## src/rtl/sdmi_pkg.sv

```systemverilog
// Overview of operation
// - Only rising step edges count, unless double-edge mode makes both edges count.
// - Direction is sampled at each active step edge and decides that step.
// - Direction low adds to the microstep counter, high subtracts, scaled by resolution.
// - Resolutions are full step or 2 to 256 microsteps per full step.
// - The counter maps through an internal table to sine and cosine coil targets.
// - In step and direction operation the internal ramp generator stays idle.
// - An interpolator advances coil currents at 256-microstep granularity for coarse steps.
// - At standstill current drops to a hold level after a delay with decay.
// - Standstill may instead freewheel or passively brake the motor.
// - An optional faster standstill detection shortens the stop time.
package sdmi_pkg;
    localparam int unsigned CLK_MHZ = 20;
    // standstill detection and power-down tick times
    localparam int unsigned STILL_TIME_US = 50000;
    localparam int unsigned FAST_STILL_TIME_US = 2000;
    localparam int unsigned PD_TICK_US = 1000;
    localparam int unsigned STILL_CYC = STILL_TIME_US * CLK_MHZ;
    localparam int unsigned FAST_STILL_CYC = FAST_STILL_TIME_US * CLK_MHZ;
    localparam int unsigned PD_TICK_CYC = PD_TICK_US * CLK_MHZ;

    // register byte offsets
    localparam logic [7:0] ADDR_CTRL = 8'h00;
    localparam logic [7:0] ADDR_CURCFG = 8'h04;
    localparam logic [7:0] ADDR_STATUS = 8'h08;
    localparam logic [7:0] ADDR_COIL = 8'h0C;

    // control fields
    localparam int unsigned CTRL_MRES_LSB = 0;
    localparam int unsigned CTRL_DEDGE = 4;
    localparam int unsigned CTRL_INTERP = 5;
    localparam int unsigned CTRL_FAST = 6;
    localparam int unsigned CTRL_STILL_LSB = 8;
    localparam logic [31:0] CTRL_RESET = 32'h0000_0020;
    localparam logic [31:0] CTRL_MASK = 32'h0000_037F;

    // current configuration fields
    localparam int unsigned CFG_IHOLD_LSB = 0;
    localparam int unsigned CFG_IRUN_LSB = 8;
    localparam int unsigned CFG_DELAY_LSB = 16;
    localparam int unsigned CFG_DECAY_LSB = 24;
    localparam logic [31:0] CURCFG_RESET = 32'h010A_1F08;
    localparam logic [31:0] CURCFG_MASK = 32'h0FFF_1F1F;

    // status and coil readback fields
    localparam int unsigned STAT_POS_LSB = 16;
    localparam int unsigned STAT_STILL = 28;
    localparam int unsigned STAT_EXT = 29;
    localparam int unsigned STAT_DIR = 30;
    localparam int unsigned COIL_B_LSB = 16;
    localparam int unsigned COIL_SCALE_LSB = 26;

    localparam logic [3:0] MRES_FULL = 4'h8;

    typedef enum logic [1:0] {
        SDMI_HOLD = 2'b00,
        SDMI_FREEWHEEL = 2'b01,
        SDMI_BRAKE = 2'b10,
        SDMI_RSVD = 2'b11
    } sdmi_still_t;

    // quarter sine anchor points, 16 segments, peak 248
    localparam logic [7:0] SINE_PTS [0:16] = '{
        8'h00, 8'h18, 8'h30, 8'h48, 8'h5F, 8'h75, 8'h8A, 8'h9D, 8'hAF,
        8'hBF, 8'hCE, 8'hDB, 8'hE5, 8'hEE, 8'hF4, 8'hF7, 8'hF8
    };
    localparam logic [8:0] QUARTER = 9'h100;
    localparam logic [9:0] COS_SHIFT = 10'h100;
endpackage : sdmi_pkg

```

## src/rtl/sdmi_sine.sv

```systemverilog
`timescale 1ns/10ps
module sdmi_sine (
    // clock and reset
    input wire logic clk_i,
    input wire logic rst_i,
    // position in
    input wire logic [9:0] pos_i,
    // coil targets, two's complement
    output logic [8:0] sin_o,
    output logic [8:0] cos_o
);
    logic [8:0] next_sin;
    logic [8:0] next_cos;

    function automatic logic [8:0] sdmi_wave(input logic [9:0] p);
        logic [8:0] x;
        logic [4:0] idx;
        logic [4:0] idx_hi;
        logic [7:0] lo;
        logic [7:0] hi;
        logic [11:0] prod;
        logic [7:0] mag;
        x = p[8] ? 9'(sdmi_pkg::QUARTER - {1'b0, p[7:0]}) : {1'b0, p[7:0]};
        idx = x[8:4];
        idx_hi = (idx == 5'h10) ? idx : 5'(idx + 5'h01);
        lo = sdmi_pkg::SINE_PTS[idx];
        hi = sdmi_pkg::SINE_PTS[idx_hi];
        prod = 12'(8'(hi - lo)) * 12'(x[3:0]);
        mag = 8'(lo + prod[11:4]);
        return p[9] ? 9'(-{1'b0, mag}) : {1'b0, mag};
    endfunction : sdmi_wave

    always_comb begin
        next_sin = sdmi_wave(pos_i);
        next_cos = sdmi_wave(10'(pos_i + sdmi_pkg::COS_SHIFT));
    end

    always_ff @(posedge clk_i) begin
        if (rst_i) begin
            sin_o <= 9'h000;
            cos_o <= 9'h0F8;
        end else begin
            sin_o <= next_sin;
            cos_o <= next_cos;
        end
    end
endmodule : sdmi_sine

```

## src/rtl/sdmi_interp.sv

```systemverilog
`timescale 1ns/10ps
module sdmi_interp (
    // clock and reset
    input wire logic clk_i,
    input wire logic rst_i,
    // step events and setup
    input wire logic step_evt_i,
    input wire logic [9:0] target_i,
    input wire logic [3:0] mres_i,
    input wire logic interp_en_i,
    // smoothed position
    output logic [9:0] pos_o
);
    logic [19:0] period_cnt;
    logic [19:0] period_last;
    logic [19:0] rate_cnt;
    logic [9:0] next_pos;
    logic [19:0] next_period_cnt;
    logic [19:0] next_period_last;
    logic [19:0] next_rate_cnt;
    logic [9:0] diff;
    logic [19:0] rate;

    always_comb begin
        next_pos = pos_o;
        next_period_cnt = (period_cnt == 20'hFFFFF) ? period_cnt : 20'(period_cnt + 20'h1);
        next_period_last = period_last;
        next_rate_cnt = 20'(rate_cnt + 20'h1);
        diff = 10'(target_i - pos_o);
        rate = period_last >> mres_i;
        if (step_evt_i) begin
            // snap to the previous target so lag never exceeds one step
            next_pos = target_i;
            next_period_last = period_cnt;
            next_period_cnt = 20'h0;
            next_rate_cnt = 20'h0;
        end else if (!interp_en_i || period_last == 20'hFFFFF) begin
            next_pos = target_i;
        end else if (diff != 10'h000 && rate_cnt >= rate) begin
            next_pos = diff[9] ? 10'(pos_o - 10'h001) : 10'(pos_o + 10'h001);
            next_rate_cnt = 20'h0;
        end
    end

    always_ff @(posedge clk_i) begin
        if (rst_i) begin
            pos_o <= 10'h000;
            period_cnt <= 20'hFFFFF;
            period_last <= 20'hFFFFF;
            rate_cnt <= 20'h0;
        end else begin
            pos_o <= next_pos;
            period_cnt <= next_period_cnt;
            period_last <= next_period_last;
            rate_cnt <= next_rate_cnt;
        end
    end
endmodule : sdmi_interp

```

## src/rtl/sdmi_indexer.sv

```systemverilog
`timescale 1ns/10ps
module sdmi_indexer #(
    parameter int unsigned STILL_CYC = sdmi_pkg::STILL_CYC,
    parameter int unsigned FAST_STILL_CYC = sdmi_pkg::FAST_STILL_CYC,
    parameter int unsigned PD_TICK_CYC = sdmi_pkg::PD_TICK_CYC
) (
    // clock and reset
    input wire logic clk_i,
    input wire logic rst_i,
    // wishbone slave
    input wire logic cyc_i,
    input wire logic stb_i,
    input wire logic we_i,
    input wire logic [7:0] adr_i,
    input wire logic [3:0] sel_i,
    input wire logic [31:0] dat_i,
    output logic [31:0] dat_o,
    output logic ack_o,
    // step and direction pins
    input wire logic step_i,
    input wire logic dir_i,
    input wire logic external_pulse_mode_pin_i,
    // motor side
    output logic [8:0] coil_a_o,
    output logic [8:0] coil_b_o,
    output logic [4:0] cur_scale_o,
    output logic freewheel_o,
    output logic brake_o,
    output logic standstill_o,
    output logic ramp_gen_en_o
);
    // pin synchronisers
    logic [1:0] step_sync;
    logic [1:0] dir_sync;
    logic [1:0] ext_sync;
    logic step_prev;

    // registers
    logic [31:0] ctrl;
    logic [31:0] curcfg;
    logic [9:0] mscnt;
    logic dir_last;
    logic [19:0] still_cnt;
    logic still;
    logic [14:0] tick_cnt;
    logic [7:0] pd_cnt;
    logic [3:0] decay_cnt;
    logic [4:0] scale;
    logic [4:0] scale_out;
    logic free_out;
    logic brake_out;
    logic [9:0] pos;

    logic [31:0] next_ctrl;
    logic [31:0] next_curcfg;
    logic [9:0] next_mscnt;
    logic next_dir_last;
    logic [19:0] next_still_cnt;
    logic next_still;
    logic [14:0] next_tick_cnt;
    logic [7:0] next_pd_cnt;
    logic [3:0] next_decay_cnt;
    logic [4:0] next_scale;
    logic [4:0] next_scale_out;
    logic next_free_out;
    logic next_brake_out;
    logic next_ack;
    logic [31:0] next_dat;

    // decoded fields
    logic [3:0] mres;
    logic dedge;
    logic interp_en;
    logic fast_still;
    sdmi_pkg::sdmi_still_t still_mode;
    logic [4:0] ihold;
    logic [4:0] irun;
    logic [7:0] pd_delay;
    logic [3:0] decay;
    logic ext_mode;
    logic step_rise;
    logic step_fall;
    logic step_evt;
    logic [9:0] step_inc;
    logic tick;
    logic [19:0] still_lim;
    logic reduced;
    logic bus_req;
    logic [31:0] wmask;

    always_comb begin
        ext_mode = ext_sync[1];
        // resolution codes above full step act as full step
        mres = (ctrl[sdmi_pkg::CTRL_MRES_LSB +: 4] > sdmi_pkg::MRES_FULL) ?
            sdmi_pkg::MRES_FULL : ctrl[sdmi_pkg::CTRL_MRES_LSB +: 4];
        dedge = ctrl[sdmi_pkg::CTRL_DEDGE];
        interp_en = ctrl[sdmi_pkg::CTRL_INTERP];
        fast_still = ctrl[sdmi_pkg::CTRL_FAST];
        still_mode = sdmi_pkg::sdmi_still_t'(ctrl[sdmi_pkg::CTRL_STILL_LSB +: 2]);
        ihold = curcfg[sdmi_pkg::CFG_IHOLD_LSB +: 5];
        irun = curcfg[sdmi_pkg::CFG_IRUN_LSB +: 5];
        pd_delay = curcfg[sdmi_pkg::CFG_DELAY_LSB +: 8];
        decay = curcfg[sdmi_pkg::CFG_DECAY_LSB +: 4];
        step_rise = step_sync[1] & ~step_prev;
        step_fall = ~step_sync[1] & step_prev;
        step_evt = ext_mode & (step_rise | (dedge & step_fall));
        step_inc = 10'(10'h001 << mres);
        tick = (tick_cnt == 15'(PD_TICK_CYC - 1));
        still_lim = fast_still ? 20'(FAST_STILL_CYC) : 20'(STILL_CYC);
        // a step leaves freewheel or brake in the same cycle as standstill
        reduced = still && !step_evt && (pd_cnt == pd_delay) && (scale <= ihold);
        bus_req = cyc_i & stb_i & ~ack_o;
        wmask = {{8{sel_i[3]}}, {8{sel_i[2]}}, {8{sel_i[1]}}, {8{sel_i[0]}}};
    end

    // step counting and standstill power-down
    always_comb begin
        next_mscnt = mscnt;
        next_dir_last = dir_last;
        next_still_cnt = still_cnt;
        next_still = still;
        next_tick_cnt = tick ? 15'h0000 : 15'(tick_cnt + 15'h0001);
        next_pd_cnt = pd_cnt;
        next_decay_cnt = decay_cnt;
        next_scale = scale;
        if (step_evt) begin
            next_dir_last = dir_sync[1];
            // wraps modulo one electrical period
            if (dir_sync[1]) begin
                next_mscnt = 10'(mscnt - step_inc);
            end else begin
                next_mscnt = 10'(mscnt + step_inc);
            end
            next_still_cnt = 20'h00000;
            next_still = 1'b0;
            next_pd_cnt = 8'h00;
            next_decay_cnt = 4'h0;
            next_scale = irun;
        end else if (!still) begin
            next_scale = irun;
            if (still_cnt >= 20'(still_lim - 1)) begin
                next_still = 1'b1;
            end else begin
                next_still_cnt = 20'(still_cnt + 20'h00001);
            end
        end else if (tick) begin
            if (pd_cnt != pd_delay) begin
                next_pd_cnt = 8'(pd_cnt + 8'h01);
            end else if (scale > ihold) begin
                if (decay_cnt >= decay) begin
                    next_decay_cnt = 4'h0;
                    next_scale = 5'(scale - 5'h01);
                end else begin
                    next_decay_cnt = 4'(decay_cnt + 4'h1);
                end
            end
        end
        if (scale < ihold && still) begin
            next_scale = ihold;
        end
        next_free_out = reduced && (still_mode == sdmi_pkg::SDMI_FREEWHEEL);
        next_brake_out = reduced && (still_mode == sdmi_pkg::SDMI_BRAKE);
        next_scale_out = (next_free_out | next_brake_out) ? 5'h00 : scale;
    end

    // wishbone register file
    always_comb begin
        next_ctrl = ctrl;
        next_curcfg = curcfg;
        next_ack = bus_req;
        next_dat = 32'h0000_0000;
        if (bus_req && we_i) begin
            case (adr_i)
                sdmi_pkg::ADDR_CTRL: begin
                    next_ctrl = ((ctrl & ~wmask) | (dat_i & wmask)) & sdmi_pkg::CTRL_MASK;
                end
                sdmi_pkg::ADDR_CURCFG: begin
                    next_curcfg = ((curcfg & ~wmask) | (dat_i & wmask)) & sdmi_pkg::CURCFG_MASK;
                end
                default: begin
                    next_ctrl = ctrl;
                end
            endcase
        end else if (bus_req) begin
            case (adr_i)
                sdmi_pkg::ADDR_CTRL: begin
                    next_dat = ctrl;
                end
                sdmi_pkg::ADDR_CURCFG: begin
                    next_dat = curcfg;
                end
                sdmi_pkg::ADDR_STATUS: begin
                    next_dat[9:0] = mscnt;
                    next_dat[sdmi_pkg::STAT_POS_LSB +: 10] = pos;
                    next_dat[sdmi_pkg::STAT_STILL] = still;
                    next_dat[sdmi_pkg::STAT_EXT] = ext_mode;
                    next_dat[sdmi_pkg::STAT_DIR] = dir_last;
                end
                sdmi_pkg::ADDR_COIL: begin
                    next_dat[8:0] = coil_a_o;
                    next_dat[sdmi_pkg::COIL_B_LSB +: 9] = coil_b_o;
                    next_dat[sdmi_pkg::COIL_SCALE_LSB +: 5] = scale_out;
                end
                default: begin
                    next_dat = 32'h0000_0000;
                end
            endcase
        end
    end

    // pin synchronisers and step edge history
    always_ff @(posedge clk_i) begin
        if (rst_i) begin
            step_sync <= 2'b00;
            dir_sync <= 2'b00;
            ext_sync <= 2'b00;
            step_prev <= 1'b0;
        end else begin
            step_sync <= {step_sync[0], step_i};
            dir_sync <= {dir_sync[0], dir_i};
            ext_sync <= {ext_sync[0], external_pulse_mode_pin_i};
            step_prev <= step_sync[1];
        end
    end

    // microstep counter and standstill power-down state
    always_ff @(posedge clk_i) begin
        if (rst_i) begin
            mscnt <= 10'h000;
            dir_last <= 1'b0;
            still_cnt <= 20'h00000;
            still <= 1'b0;
            tick_cnt <= 15'h0000;
            pd_cnt <= 8'h00;
            decay_cnt <= 4'h0;
            scale <= 5'h1F;
            scale_out <= 5'h1F;
            free_out <= 1'b0;
            brake_out <= 1'b0;
        end else begin
            mscnt <= next_mscnt;
            dir_last <= next_dir_last;
            still_cnt <= next_still_cnt;
            still <= next_still;
            tick_cnt <= next_tick_cnt;
            pd_cnt <= next_pd_cnt;
            decay_cnt <= next_decay_cnt;
            scale <= next_scale;
            scale_out <= next_scale_out;
            free_out <= next_free_out;
            brake_out <= next_brake_out;
        end
    end

    // configuration registers
    always_ff @(posedge clk_i) begin
        if (rst_i) begin
            ctrl <= sdmi_pkg::CTRL_RESET;
            curcfg <= sdmi_pkg::CURCFG_RESET;
        end else begin
            ctrl <= next_ctrl;
            curcfg <= next_curcfg;
        end
    end

    // bus answer
    always_ff @(posedge clk_i) begin
        if (rst_i) begin
            ack_o <= 1'b0;
            dat_o <= 32'h0000_0000;
        end else begin
            ack_o <= next_ack;
            dat_o <= next_dat;
        end
    end

    always_comb begin
        cur_scale_o = scale_out;
        freewheel_o = free_out;
        brake_o = brake_out;
        standstill_o = still;
        ramp_gen_en_o = ~ext_mode;
    end

    sdmi_interp u_interp (
        .clk_i(clk_i),
        .rst_i(rst_i),
        .step_evt_i(step_evt),
        .target_i(mscnt),
        .mres_i(mres),
        .interp_en_i(interp_en),
        .pos_o(pos)
    );

    sdmi_sine u_sine (
        .clk_i(clk_i),
        .rst_i(rst_i),
        .pos_i(pos),
        .sin_o(coil_a_o),
        .cos_o(coil_b_o)
    );
endmodule : sdmi_indexer

```

## config.mk

```make
export PLATFORM = sky130hd
export DESIGN_NAME = sdmi_indexer
export DESIGN_NICKNAME = d
export VERILOG_FILES = /design/src/rtl/sdmi_pkg.sv /design/src/rtl/sdmi_sine.sv /design/src/rtl/sdmi_interp.sv /design/src/rtl/sdmi_indexer.sv
export SDC_FILE = /design/constraint.sdc
export NUM_CORES = 1
export LEC_CHECK = 0
export ABC_CLOCK_PERIOD_IN_PS = 7900
export BUFFER_PORTS_ARGS = -buffer_cell sky130_fd_sc_hd__buf_2
export CAP_MARGIN = 20
export CORE_ASPECT_RATIO = 0.7
export CORE_MARGIN = 3
export CORE_UTILIZATION = 41
export DETAILED_ROUTE_END_ITERATION = 6
export PLACE_DENSITY = 0.66
export SYNTH_ARGS = -nofsm -noshare
export SYNTH_HDL_FRONTEND = slang
export SYNTH_SLANG_ARGS = --single-unit
```

## constraint.sdc

```tcl
create_clock -name clk_i -period 7.9 [get_ports clk_i]
set_input_delay 1.975 -clock clk_i [delete_from_list [all_inputs] [get_ports clk_i]]
set_output_delay 1.975 -clock clk_i [all_outputs]
set_load 0.02 [all_outputs]
```

==> results of run 1 <==
[routing by layer]
metal | vias to the layer above | GRT usage
li1 | 7471 | -
met1 | 7034 | 0.302
met5 | - | 0
met3 | 89 | 0.0298
met2 | 432 | 0.305
met4 | 6 | 0.0582
[what timing repair did]
item / CTS / global route
endpoints found under the setup margin: 6 / 10
gates cloned: 0 / 0
buffers inserted: 0 / 24
pin swaps: 2 / 44
gates resized for setup: 10 / 85
[placed cells by master (no fill, tap or decap), drive strengths merged, types with 14 or more instances in the layout]
master,count
clkbuf,30
xnor2,102
nand4,23
nand3,92
nor2,238
or3,17
o21ai,87
a31oi,14
a21o,53
a21oi,114
and3,14
or2,19
fa,28
nand2b,25
buf,232
a211oi,16
dfxtp,226
mux2i,60
and2,14
a22oi,16
xor2,61
ha,150
inv,119
nand3b,32
nor3,37
nor2b,36
nand2,219
[cell families after synthesis]
kind of cell,count (synthesis),synth area share
multiplexers,72,0.0500
flip-flops,226,0.273
buffers and inverters,205,0.0484
AND/OR/NAND/NOR,814,0.236
other,1,0.000226
AO/OA/AOI/OAI,385,0.150
adder cells (fa/ha/maj),178,0.147
XOR/XNOR,167,0.0953
[worst reg2reg max path, delay by kind of cell (launching register included)]
family / cells / cell delay, ps
adder cells (fa/ha/maj): 9 / 2910
flip-flops: 1 / 400
AND/OR/NAND/NOR: 10 / 1720
buffers and inverters: 3 / 310
XOR/XNOR: 3 / 590
AO/OA/AOI/OAI: 7 / 1540
[per-stage QoR]
step                      setup WS (ps)   util  hold WS, ps  instances  TNS [ps]
after global placement            -1.32  0.461          429       2708     -1.32
after CTS                          9.65  0.481          446       2748         0
after detailed placement           -121  0.461          427       2708      -308
after floorplan                    18.5      -          414       2051         0
after global routing              -96.3  0.494          463       2772      -138
final                               356  0.494          441       2772         0
[how the worst min path moves through the flow]
stage                            startpoint                      end  slack [ps]
CTS                  dir_sync[0]$_SDFF_PP0_   dir_sync[1]$_SDFF_PP0_         450
detailed placement  step_sync[0]$_SDFF_PP0_  step_sync[1]$_SDFF_PP0_         430
finish               dir_sync[0]$_SDFF_PP0_   dir_sync[1]$_SDFF_PP0_         440
global placement     dir_sync[0]$_SDFF_PP0_   dir_sync[1]$_SDFF_PP0_         430
floorplan            dir_sync[0]$_SDFF_PP0_   dir_sync[1]$_SDFF_PP0_         410
global route        step_sync[0]$_SDFF_PP0_  step_sync[1]$_SDFF_PP0_         460
[report_power, final]
| group | internal, mW | switching (mW) |
|---|---|---|
| sequential | 1.20 | 0.0714 |
| combinational | 0.497 | 0.597 |
| clock | 0.607 | 0.471 |
| total | 2.31 | 1.14 |
[cell type report]
type / instances / area [sq um]
sequential: 226 / 4540
inverter: 119 / 449
clock buffer: 30 / 641
fill: 3817 / 20200
multi-input combinational: 1620 / 11700
clock inverter: 10 / 101
timing repair buffer: 232 / 1540
tap: 535 / 669
==> run_results.csv, run 1 <==
group,metric,value,unit
floorplanning,start_util,0.417,
setup_path,r2r_end,"u_sine.cos_o[6]$_SDFF_PP1_",
final_layout,antenna_cells,0,
global_route,grt_pass1_vias,14168,
placement,placed_area,0.0184,sq mm
yosys,synth.most_common_cell,"nor2_1",
setup_path,path_class,"reg -> reg",
setup_path,arrival,7970,ps
global_route,antenna_found_initial,3,
setup_path,slowest_delay,540,ps
yosys,synth_commonest_cells,"nor2_1 (236), dfxtp_1 (226), nand2_1 (219)",
timing,clock-skew-final,19.0,ps
global_route,grt_pass1_wl,72800,microns
clocking,cts_buffers,22,
yosys,post_synth.cell_area_avg,8.11,sq um
global_route,grt-ovfl-total,0,
routing,wire_per_inst,16.5,microns
flow_run,cap_violations,0,
yosys,ys_seq_elements,226,
yosys,synth-seq-area-share,0.273,
setup_path,crit_path_max_fanout,4,
setup_path,endpoint,"u_sine.cos_o[6]$_SDFF_PP1_",
min_path,whs_path_depth,1,
routing,drt-pass1-iter-count,5,
power_and_ir_drop,p_per_area,175,mW/mm^2
clocking,h-tree-depth,1,
final_layout,final_layout_size_suffix_gt1_frac,0.181,
floorplanning,chipWidth,247,microns
final_layout,design_area,0.0197,sq mm
routing,drc_errors,0,
setup_path,startpoint,"u_interp.pos_o[0]$_SDFFE_PP0P_",
timing,tightest_slew,874,ps
final_layout,area_delta_synth_final,18.5,%
global_route,grt_max_degree,76,
routing,vias,15032,
timing,setup-violations-final,0,
final_layout,nNetsFinal,2451,
yosys,yosysTopAreaCell,"dfxtp_1",
power_and_ir_drop,leakage,8.67,nW
outcome,status,"finished clean",
routing,route.met3.wl,2530,microns
setup_path,cp.depth,32,
setup_path,start_kind,"flop",
yosys,synth_cell_types,85,
placement,port_buffers,99,
clocking,cts_tree,"done",
setup_path,regToRegStartpoint,"u_interp.pos_o[0]$_SDFFE_PP0P_",
timing,maxSlewViolCount,0,
setup_path,r2r_slack,360,ps
routing,ant_nets,0,
setup_path,required,8330,ps
setup_path,crit_top_cell,"ha_1",
clocking,clkLatencyLatePin,530,ps
routing,met1_length,22000,microns
floorplanning,die_h,174,microns
timing,period_needed,7540,ps
yosys,synthArstFlopShare,0,
timing,finalCritPeriodShare,0.955,
clocking,clk_pin_slew,70,ps
clocking,cts_sinks,226,
yosys,ys_top_cells_by_area,"dfxtp_1 (27%), ha_1 (11%), nor2_1 (5.3%), xnor2_1 (5.0%), nand2_1 (5.0%)",
power_and_ir_drop,vdd_drop_max,0.153,mV
yosys,ys.flop_type,"dfxtp_1",
floorplanning,die-area,0.0430,sq mm
yosys,synthCells,2048,
routing,top_layer_used,"met5",
floorplanning,num_rows,61,
timing,hold_viol_final,0,
yosys,yosysTopAreaCellShare,0.273,
min_path,min_path_type,"reg -> reg",
routing,drt-total-wl,45600,microns
yosys,synth_edf_count,0,
placement,gp_congestion,0.904,
clocking,hold_buffers,0,
routing,wl_met2,19600,microns
yosys,synth.cell_area,0.0166,sq mm
clocking,clock-root-buffer,"clkbuf_16",
setup_path,worst-path-buf-inv,3,
setup_path,crit_slowest_cell,"fa_1",
setup_path,crit_path_end_kind,"flop",
timing,slew_headroom,0.401,
routing,vias_per_cell,5.42,
placement,hpwlAfterDp,34400,microns
clocking,clock_tree.buffer_depth,3,
global_route,grtUsageTotal,0.204,
setup_path,cp_top_family,"adder cells",
power_and_ir_drop,finalPower,3.45,mW
setup_path,reg2regPathDepth,32,
yosys,yosys_warnings,0,
routing,first_iter_violations,993,
floorplanning,io_pins,112,
floorplanning,core-area,0.0398,sq mm
timing,fmax,0.133,GHz
(Power assumes the default switching activity.)
==> run 2, diff against run 1 <==
RECOVER_POWER = 100   (was not set)
==> run 2 against run 1 <==
- the run now ends with max-capacitance violations, max-slew violations left
- clock-buffer cell count did not move
- power fell by 0.16%
- via count is 0.24% lower
- final area shrank 0.47%
- non-clock buffer count unchanged
- setup slack got worse by 18 ps
==> run_results.csv, run 2 (synthesized netlist as in run 1, its figures left out) <==
group,metric,value,unit
timing,setup_ws,337,ps
setup_path,crit_top_cell,"ha_1",
setup_path,arrival,7980,ps
power_and_ir_drop,p_per_area,176,mW/mm^2
routing,drt-pass1-iter-count,5,
timing,hold_viol_final,0,
setup_path,worst-path-buf-inv,3,
placement,placed_area,0.0184,sq mm
global_route,grt_pass1_wl,72800,microns
placement,port_buffers,99,
placement,hpwlAfterDp,34400,microns
routing,wire_per_inst,16.4,microns
floorplanning,num_rows,61,
global_route,antenna_found_initial,3,
placement,dp_cells,2708,
floorplanning,start_util,0.417,
timing,tightest_slew,2510,ps
outcome,status,"finished, violations left",
power_and_ir_drop,vdd_drop_max,0.153,mV
timing,period_needed,7560,ps
floorplanning,die-area,0.0430,sq mm
final_layout,most-common-layout-cells,"nor2_1 (228), dfxtp_1 (221), nand2_1 (219)",
final_layout,final_common_cell,"nor2_1",
floorplanning,io_pins,112,
routing,ant_nets,0,
routing,first_iter_violations,1124,
outcome,violations,"max-capacitance violations, max-slew violations",
power_and_ir_drop,leakage,8.43,nW
flow_run,cap_violations,3,
final_layout,ff_latch_area,0.00454,sq mm
global_route,grtUsageTotal,0.204,
timing,fmax,0.132,GHz
setup_path,path_class,"reg -> reg",
floorplanning,die_h,174,microns
min_path,min_path_type,"reg -> reg",
setup_path,cp_top_family,"adder cells",
timing,maxSlewViolCount,135,
clocking,cts_buffers,22,
global_route,grt-ovfl-total,0,
clocking,h-tree-depth,1,
setup_path,r2r_slack,340,ps
routing,drt-total-wl,45600,microns
timing,slew_headroom,-0.671,
clocking,clkLatencyLatePin,530,ps
setup_path,crit_path_end_kind,"flop",
global_route,grt_max_degree,76,
routing,vias_per_cell,5.41,
final_layout,final_cell_count_no_fill,2772,
timing,finalCritPeriodShare,0.957,
final_layout,antenna_cells,0,
global_route,grt_pass1_vias,14168,
final_layout,nNetsFinal,2451,
clocking,cts_tree,"done",
floorplanning,core-area,0.0398,sq mm
final_layout,area_delta_synth_final,18.0,%
clocking,clk_pin_slew,70,ps
routing,vias,14996,
clocking,clock-root-buffer,"clkbuf_16",
final_layout,final_layout_size_suffix_gt1_frac,0.152,
clocking,cts_sinks,226,
timing,clock-skew-final,20.9,ps
clocking,hold_buffers,0,
placement,dp_worst_setup_slack,-121,ps
timing,whs,441,ps
setup_path,start_kind,"flop",
timing,setup-violations-final,0,
floorplanning,chipWidth,247,microns
final_layout,multi_input_area,0.0117,sq mm
routing,drc_errors,0,
setup_path,crit_slowest_cell,"fa_1",
setup_path,crit_path_max_fanout,4,
power_and_ir_drop,finalPower,3.44,mW
setup_path,required,8320,ps
setup_path,slowest_delay,540,ps
final_layout,n_fill_cell,3863,
placement,gp_congestion,0.904,
final_layout,design_area,0.0196,sq mm
clocking,clock_tree.buffer_depth,3,
[run 2: cell types whose count changed in the layout (fill, tap and decap cells not counted)]
cell / change
clkbuf_1: +62
mux2_1: +1
mux2_2: -1
or2_2: -1
buf_2: -56
or2_0: +1
buf_4: -6
[run 2: area by class of cell]
class,count,area share
multi-input combinational,1620,0.600
clock buffer,30,0.0327
sequential,226,0.232
clock inverter,10,0.00517
tap,535,0.0342
timing repair buffer,232,0.0737
inverter,119,0.0229
[run 2: worst paths after layout]
| path | start | endpoint | depth (start not counted) |
|---|---|---|---|
| setup / recovery | u_interp.pos_o[0]$_SDFFE_PP0P_ | u_sine.cos_o[6]$_SDFF_PP1_ | 32 |
| hold / removal | dir_sync[0]$_SDFF_PP0_ | dir_sync[1]$_SDFF_PP0_ | 1 |
| setup reg to reg | u_interp.pos_o[0]$_SDFFE_PP0P_ | u_sine.cos_o[6]$_SDFF_PP1_ | 32 |
| hold reg to reg | dir_sync[0]$_SDFF_PP0_ | dir_sync[1]$_SDFF_PP0_ | 1 |
[run 2: timing repair]
action                                 in CTS  in global routing
resized for setup                          10                 85
pin swaps                                   2                 44
setup buffers                               0                 24
setup endpoints to repair                   6                 10
endpoints found under the hold margin       0                  0
[run 2: metal layers]
metal / wire length [microns] / track usage
met3: 2370 / 0.0298
met2: 19600 / 0.305
met1: 22100 / 0.302
met4: 1470 / 0.0582
met5: 23 / 0
[run 2: through the flow]
| stage | TNS (ps) | utilization |
|---|---|---|
| finish | 0 | 0.492 |
| global route | -164 | 0.492 |
| CTS | 0 | 0.481 |
| detailed placement | -308 | 0.461 |
| global placement | -1.32 | 0.461 |
| floorplan | 0 | - |
[run 2: where the power goes]
part	switching (mW)	internal [mW]
clock	0.472	0.607
sequential	0.0714	1.20
combinational	0.594	0.493
==> run 3, diff against run 2 <==
ABC_CLOCK_PERIOD_IN_PS = 9300   (was 7900)
PLACE_DENSITY = 0.64   (was 0.66)
clock period = 9.3 ns   (was 7.9 ns; I/O delays follow)
==> run 3 against run 2 <==
- clock skew shrank 12 ps
- largest power group unchanged
- utilization shrank 3.2 points
- sequential cell count stayed put
- wire length shrank 6.2%
- maximum frequency is 12% lower
- the flow still finishes with violations (max-capacitance violations, max-slew violations)
- setup slack better by 350 ps
- final area fell by 6.6%
- combinational power is 28% lower
==> run_results.csv, run 3 (synthesized netlist as in run 1, its figures left out) <==
group,metric,value,unit
outcome,status,"finished, violations left",
outcome,violations,"max-capacitance violations, max-slew violations",
power_and_ir_drop,vdd_drop_max,0.146,mV
placement,dp_cells,2632,
setup_path,reg2regPathDepth,37,
routing,first_iter_violations,962,
timing,rsz0062_at_grt,"false",
timing,final.setup.tns,0,ps
setup_path,path_class,"reg -> reg",
min_path,min_path_type,"reg -> reg",
power_and_ir_drop,switching_share,0.328,
final_layout,final_core_util,0.459,
power_and_ir_drop,pwr-share-comb,0.290,
final_layout,final_layout_size_suffix_gt1_frac,0.0740,
floorplanning,num_rows,61,
timing,maxSlewViolCount,208,
clocking,h-tree-depth,1,
setup_path,endpoint,"u_sine.cos_o[6]$_SDFF_PP1_",
routing,drt-pass1-iter-count,5,
clocking,clock_tree.buffer_depth,3,
global_route,grt_max_degree,70,
global_route,antenna_found_initial,3,
placement,hpwlAfterDp,32600,microns
clocking,cts_tree,"done",
final_layout,most-common-layout-cells,"nor2_1 (236), dfxtp_1 (226), nand2_1 (219)",
setup_path,crit_path_max_fanout,9,
timing,tightest_slew,2730,ps
clocking,clkLatencyLatePin,520,ps
setup_path,r2r_slack,690,ps
setup_path,required,9710,ps
power_and_ir_drop,leakage,7.79,nW
routing,drc_errors,0,
floorplanning,die_h,174,microns
global_route,grtUsageTotal,0.197,
floorplanning,core-area,0.0398,sq mm
setup_path,crit_slowest_cell,"fa_1",
final_layout,final_common_cell,"nor2_1",
final_layout,nNetsFinal,2353,
setup_path,r2r_end,"u_sine.cos_o[6]$_SDFF_PP1_",
final_layout,area_delta_synth_final,10.2,%
power_and_ir_drop,finalPower,2.71,mW
floorplanning,chipWidth,247,microns
routing,drt-total-wl,42800,microns
floorplanning,die-area,0.0430,sq mm
clocking,clk_pin_slew,60,ps
timing,fmax,0.116,GHz
clocking,cts_sinks,226,
timing,setup-violations-final,0,
clocking,clock-root-buffer,"clkbuf_16",
routing,vias,14533,
setup_path,start_kind,"flop",
setup_path,startpoint,"u_interp.pos_o[0]$_SDFFE_PP0P_",
placement,gp_congestion,0.892,
power_and_ir_drop,p_int,1.82,mW
global_route,grt_pass1_vias,13827,
power_and_ir_drop,power.switching,0.890,mW
global_route,grt-ovfl-total,0,
power_and_ir_drop,power_frac_clock,0.311,
floorplanning,io_pins,112,
setup_path,regToRegStartpoint,"u_interp.pos_o[0]$_SDFFE_PP0P_",
timing,slew_headroom,-0.821,
routing,ant_nets,0,
global_route,grt_pass1_wl,70700,microns
clocking,cts_buffers,21,
floorplanning,start_util,0.417,
placement,port_buffers,99,
timing,whs,434,ps
final_layout,final_cell_count_no_fill,2672,
timing,clock-skew-final,9.28,ps
setup_path,crit_path_end_kind,"flop",
routing,wire_per_inst,16.0,microns
timing,hold_viol_final,0,
setup_path,slowest_delay,520,ps
timing,period_needed,8610,ps
setup_path,arrival,9020,ps
clocking,hold_buffers,0,
routing,vias_per_cell,5.44,
power_and_ir_drop,p_seq_frac,0.399,
power_and_ir_drop,p_per_area,148,mW/mm^2
timing,finalCritPeriodShare,0.926,
flow_run,cap_violations,5,
-- run 3: critical path, delay by kind of cell (launching register included) --
family,cells,cell delay [ps]
adder cells (fa/ha/maj),7,2370
AO/OA/AOI/OAI,11,2160
AND/OR/NAND/NOR,9,1580
XOR/XNOR,5,1510
flip-flops,1,310
buffers and inverters,5,560
-- run 3: worst min-delay path by stage --
| stage | from | end | slack, ps | depth (start not counted) |
|---|---|---|---|---|
| floorplan | dir_sync[0]$_SDFF_PP0_ | dir_sync[1]$_SDFF_PP0_ | 410 | 1 |
| global placement | ext_sync[0]$_SDFF_PP0_ | ext_sync[1]$_SDFF_PP0_ | 420 | 1 |
| detailed placement | ext_sync[0]$_SDFF_PP0_ | ext_sync[1]$_SDFF_PP0_ | 420 | 1 |
| CTS | ext_sync[0]$_SDFF_PP0_ | ext_sync[1]$_SDFF_PP0_ | 430 | 1 |
| global route | ext_sync[0]$_SDFF_PP0_ | ext_sync[1]$_SDFF_PP0_ | 460 | 1 |
| finish | ext_sync[0]$_SDFF_PP0_ | ext_sync[1]$_SDFF_PP0_ | 430 | 1 |
-- run 3: routing by layer --
| metal | vias up | GRT usage | share of wire |
|---|---|---|---|
| met2 | 391 | 0.291 | 0.42 |
| met4 | 4 | 0.0567 | 0.030 |
| met1 | 6814 | 0.294 | 0.49 |
| met5 | - | 0 | 0.00044 |
| li1 | 7251 | - | - |
| met3 | 73 | 0.0332 | 0.060 |
-- run 3: layout make-up --
type | count | area [sq um]
antenna | 1 | 2.50
clock buffer | 31 | 593
tap | 535 | 669
fill | 3973 | 21500
sequential | 226 | 4520
multi-input combinational | 1620 | 11300
timing repair buffer | 135 | 662
inverter | 119 | 447
clock inverter | 5 | 53.8
-- run 3: through the flow --
stage / area, sq um / worst slack (ps)
4_1_cts: 18300 / 460
5_1_grt: 18300 / 40.0
3_3_place_gp: 17700 / 599
6_report: 18300 / 687
3_5_place_dp: 17700 / 492
2_1_floorplan: 16600 / 665
-- run 3: power by group through the flow --
| stage | clock, mW | sequential (mW) | combinational [mW] |
|---|---|---|---|
| after detailed placement | 0 | 1.10 | 0.781 |
| after global placement | 0 | 1.10 | 0.760 |
| after global routing | 0.901 | 1.09 | 0.888 |
| after floorplan | 0 | 1.10 | 0.612 |
| final | 0.844 | 1.08 | 0.787 |
| after CTS | 0.866 | 1.08 | 0.787 |
-- run 3: what timing repair did --
item                                    in CTS  in global routing
endpoints found under the setup margin       0                  7
resized for setup                            0                  6
setup buffers                                0                  2
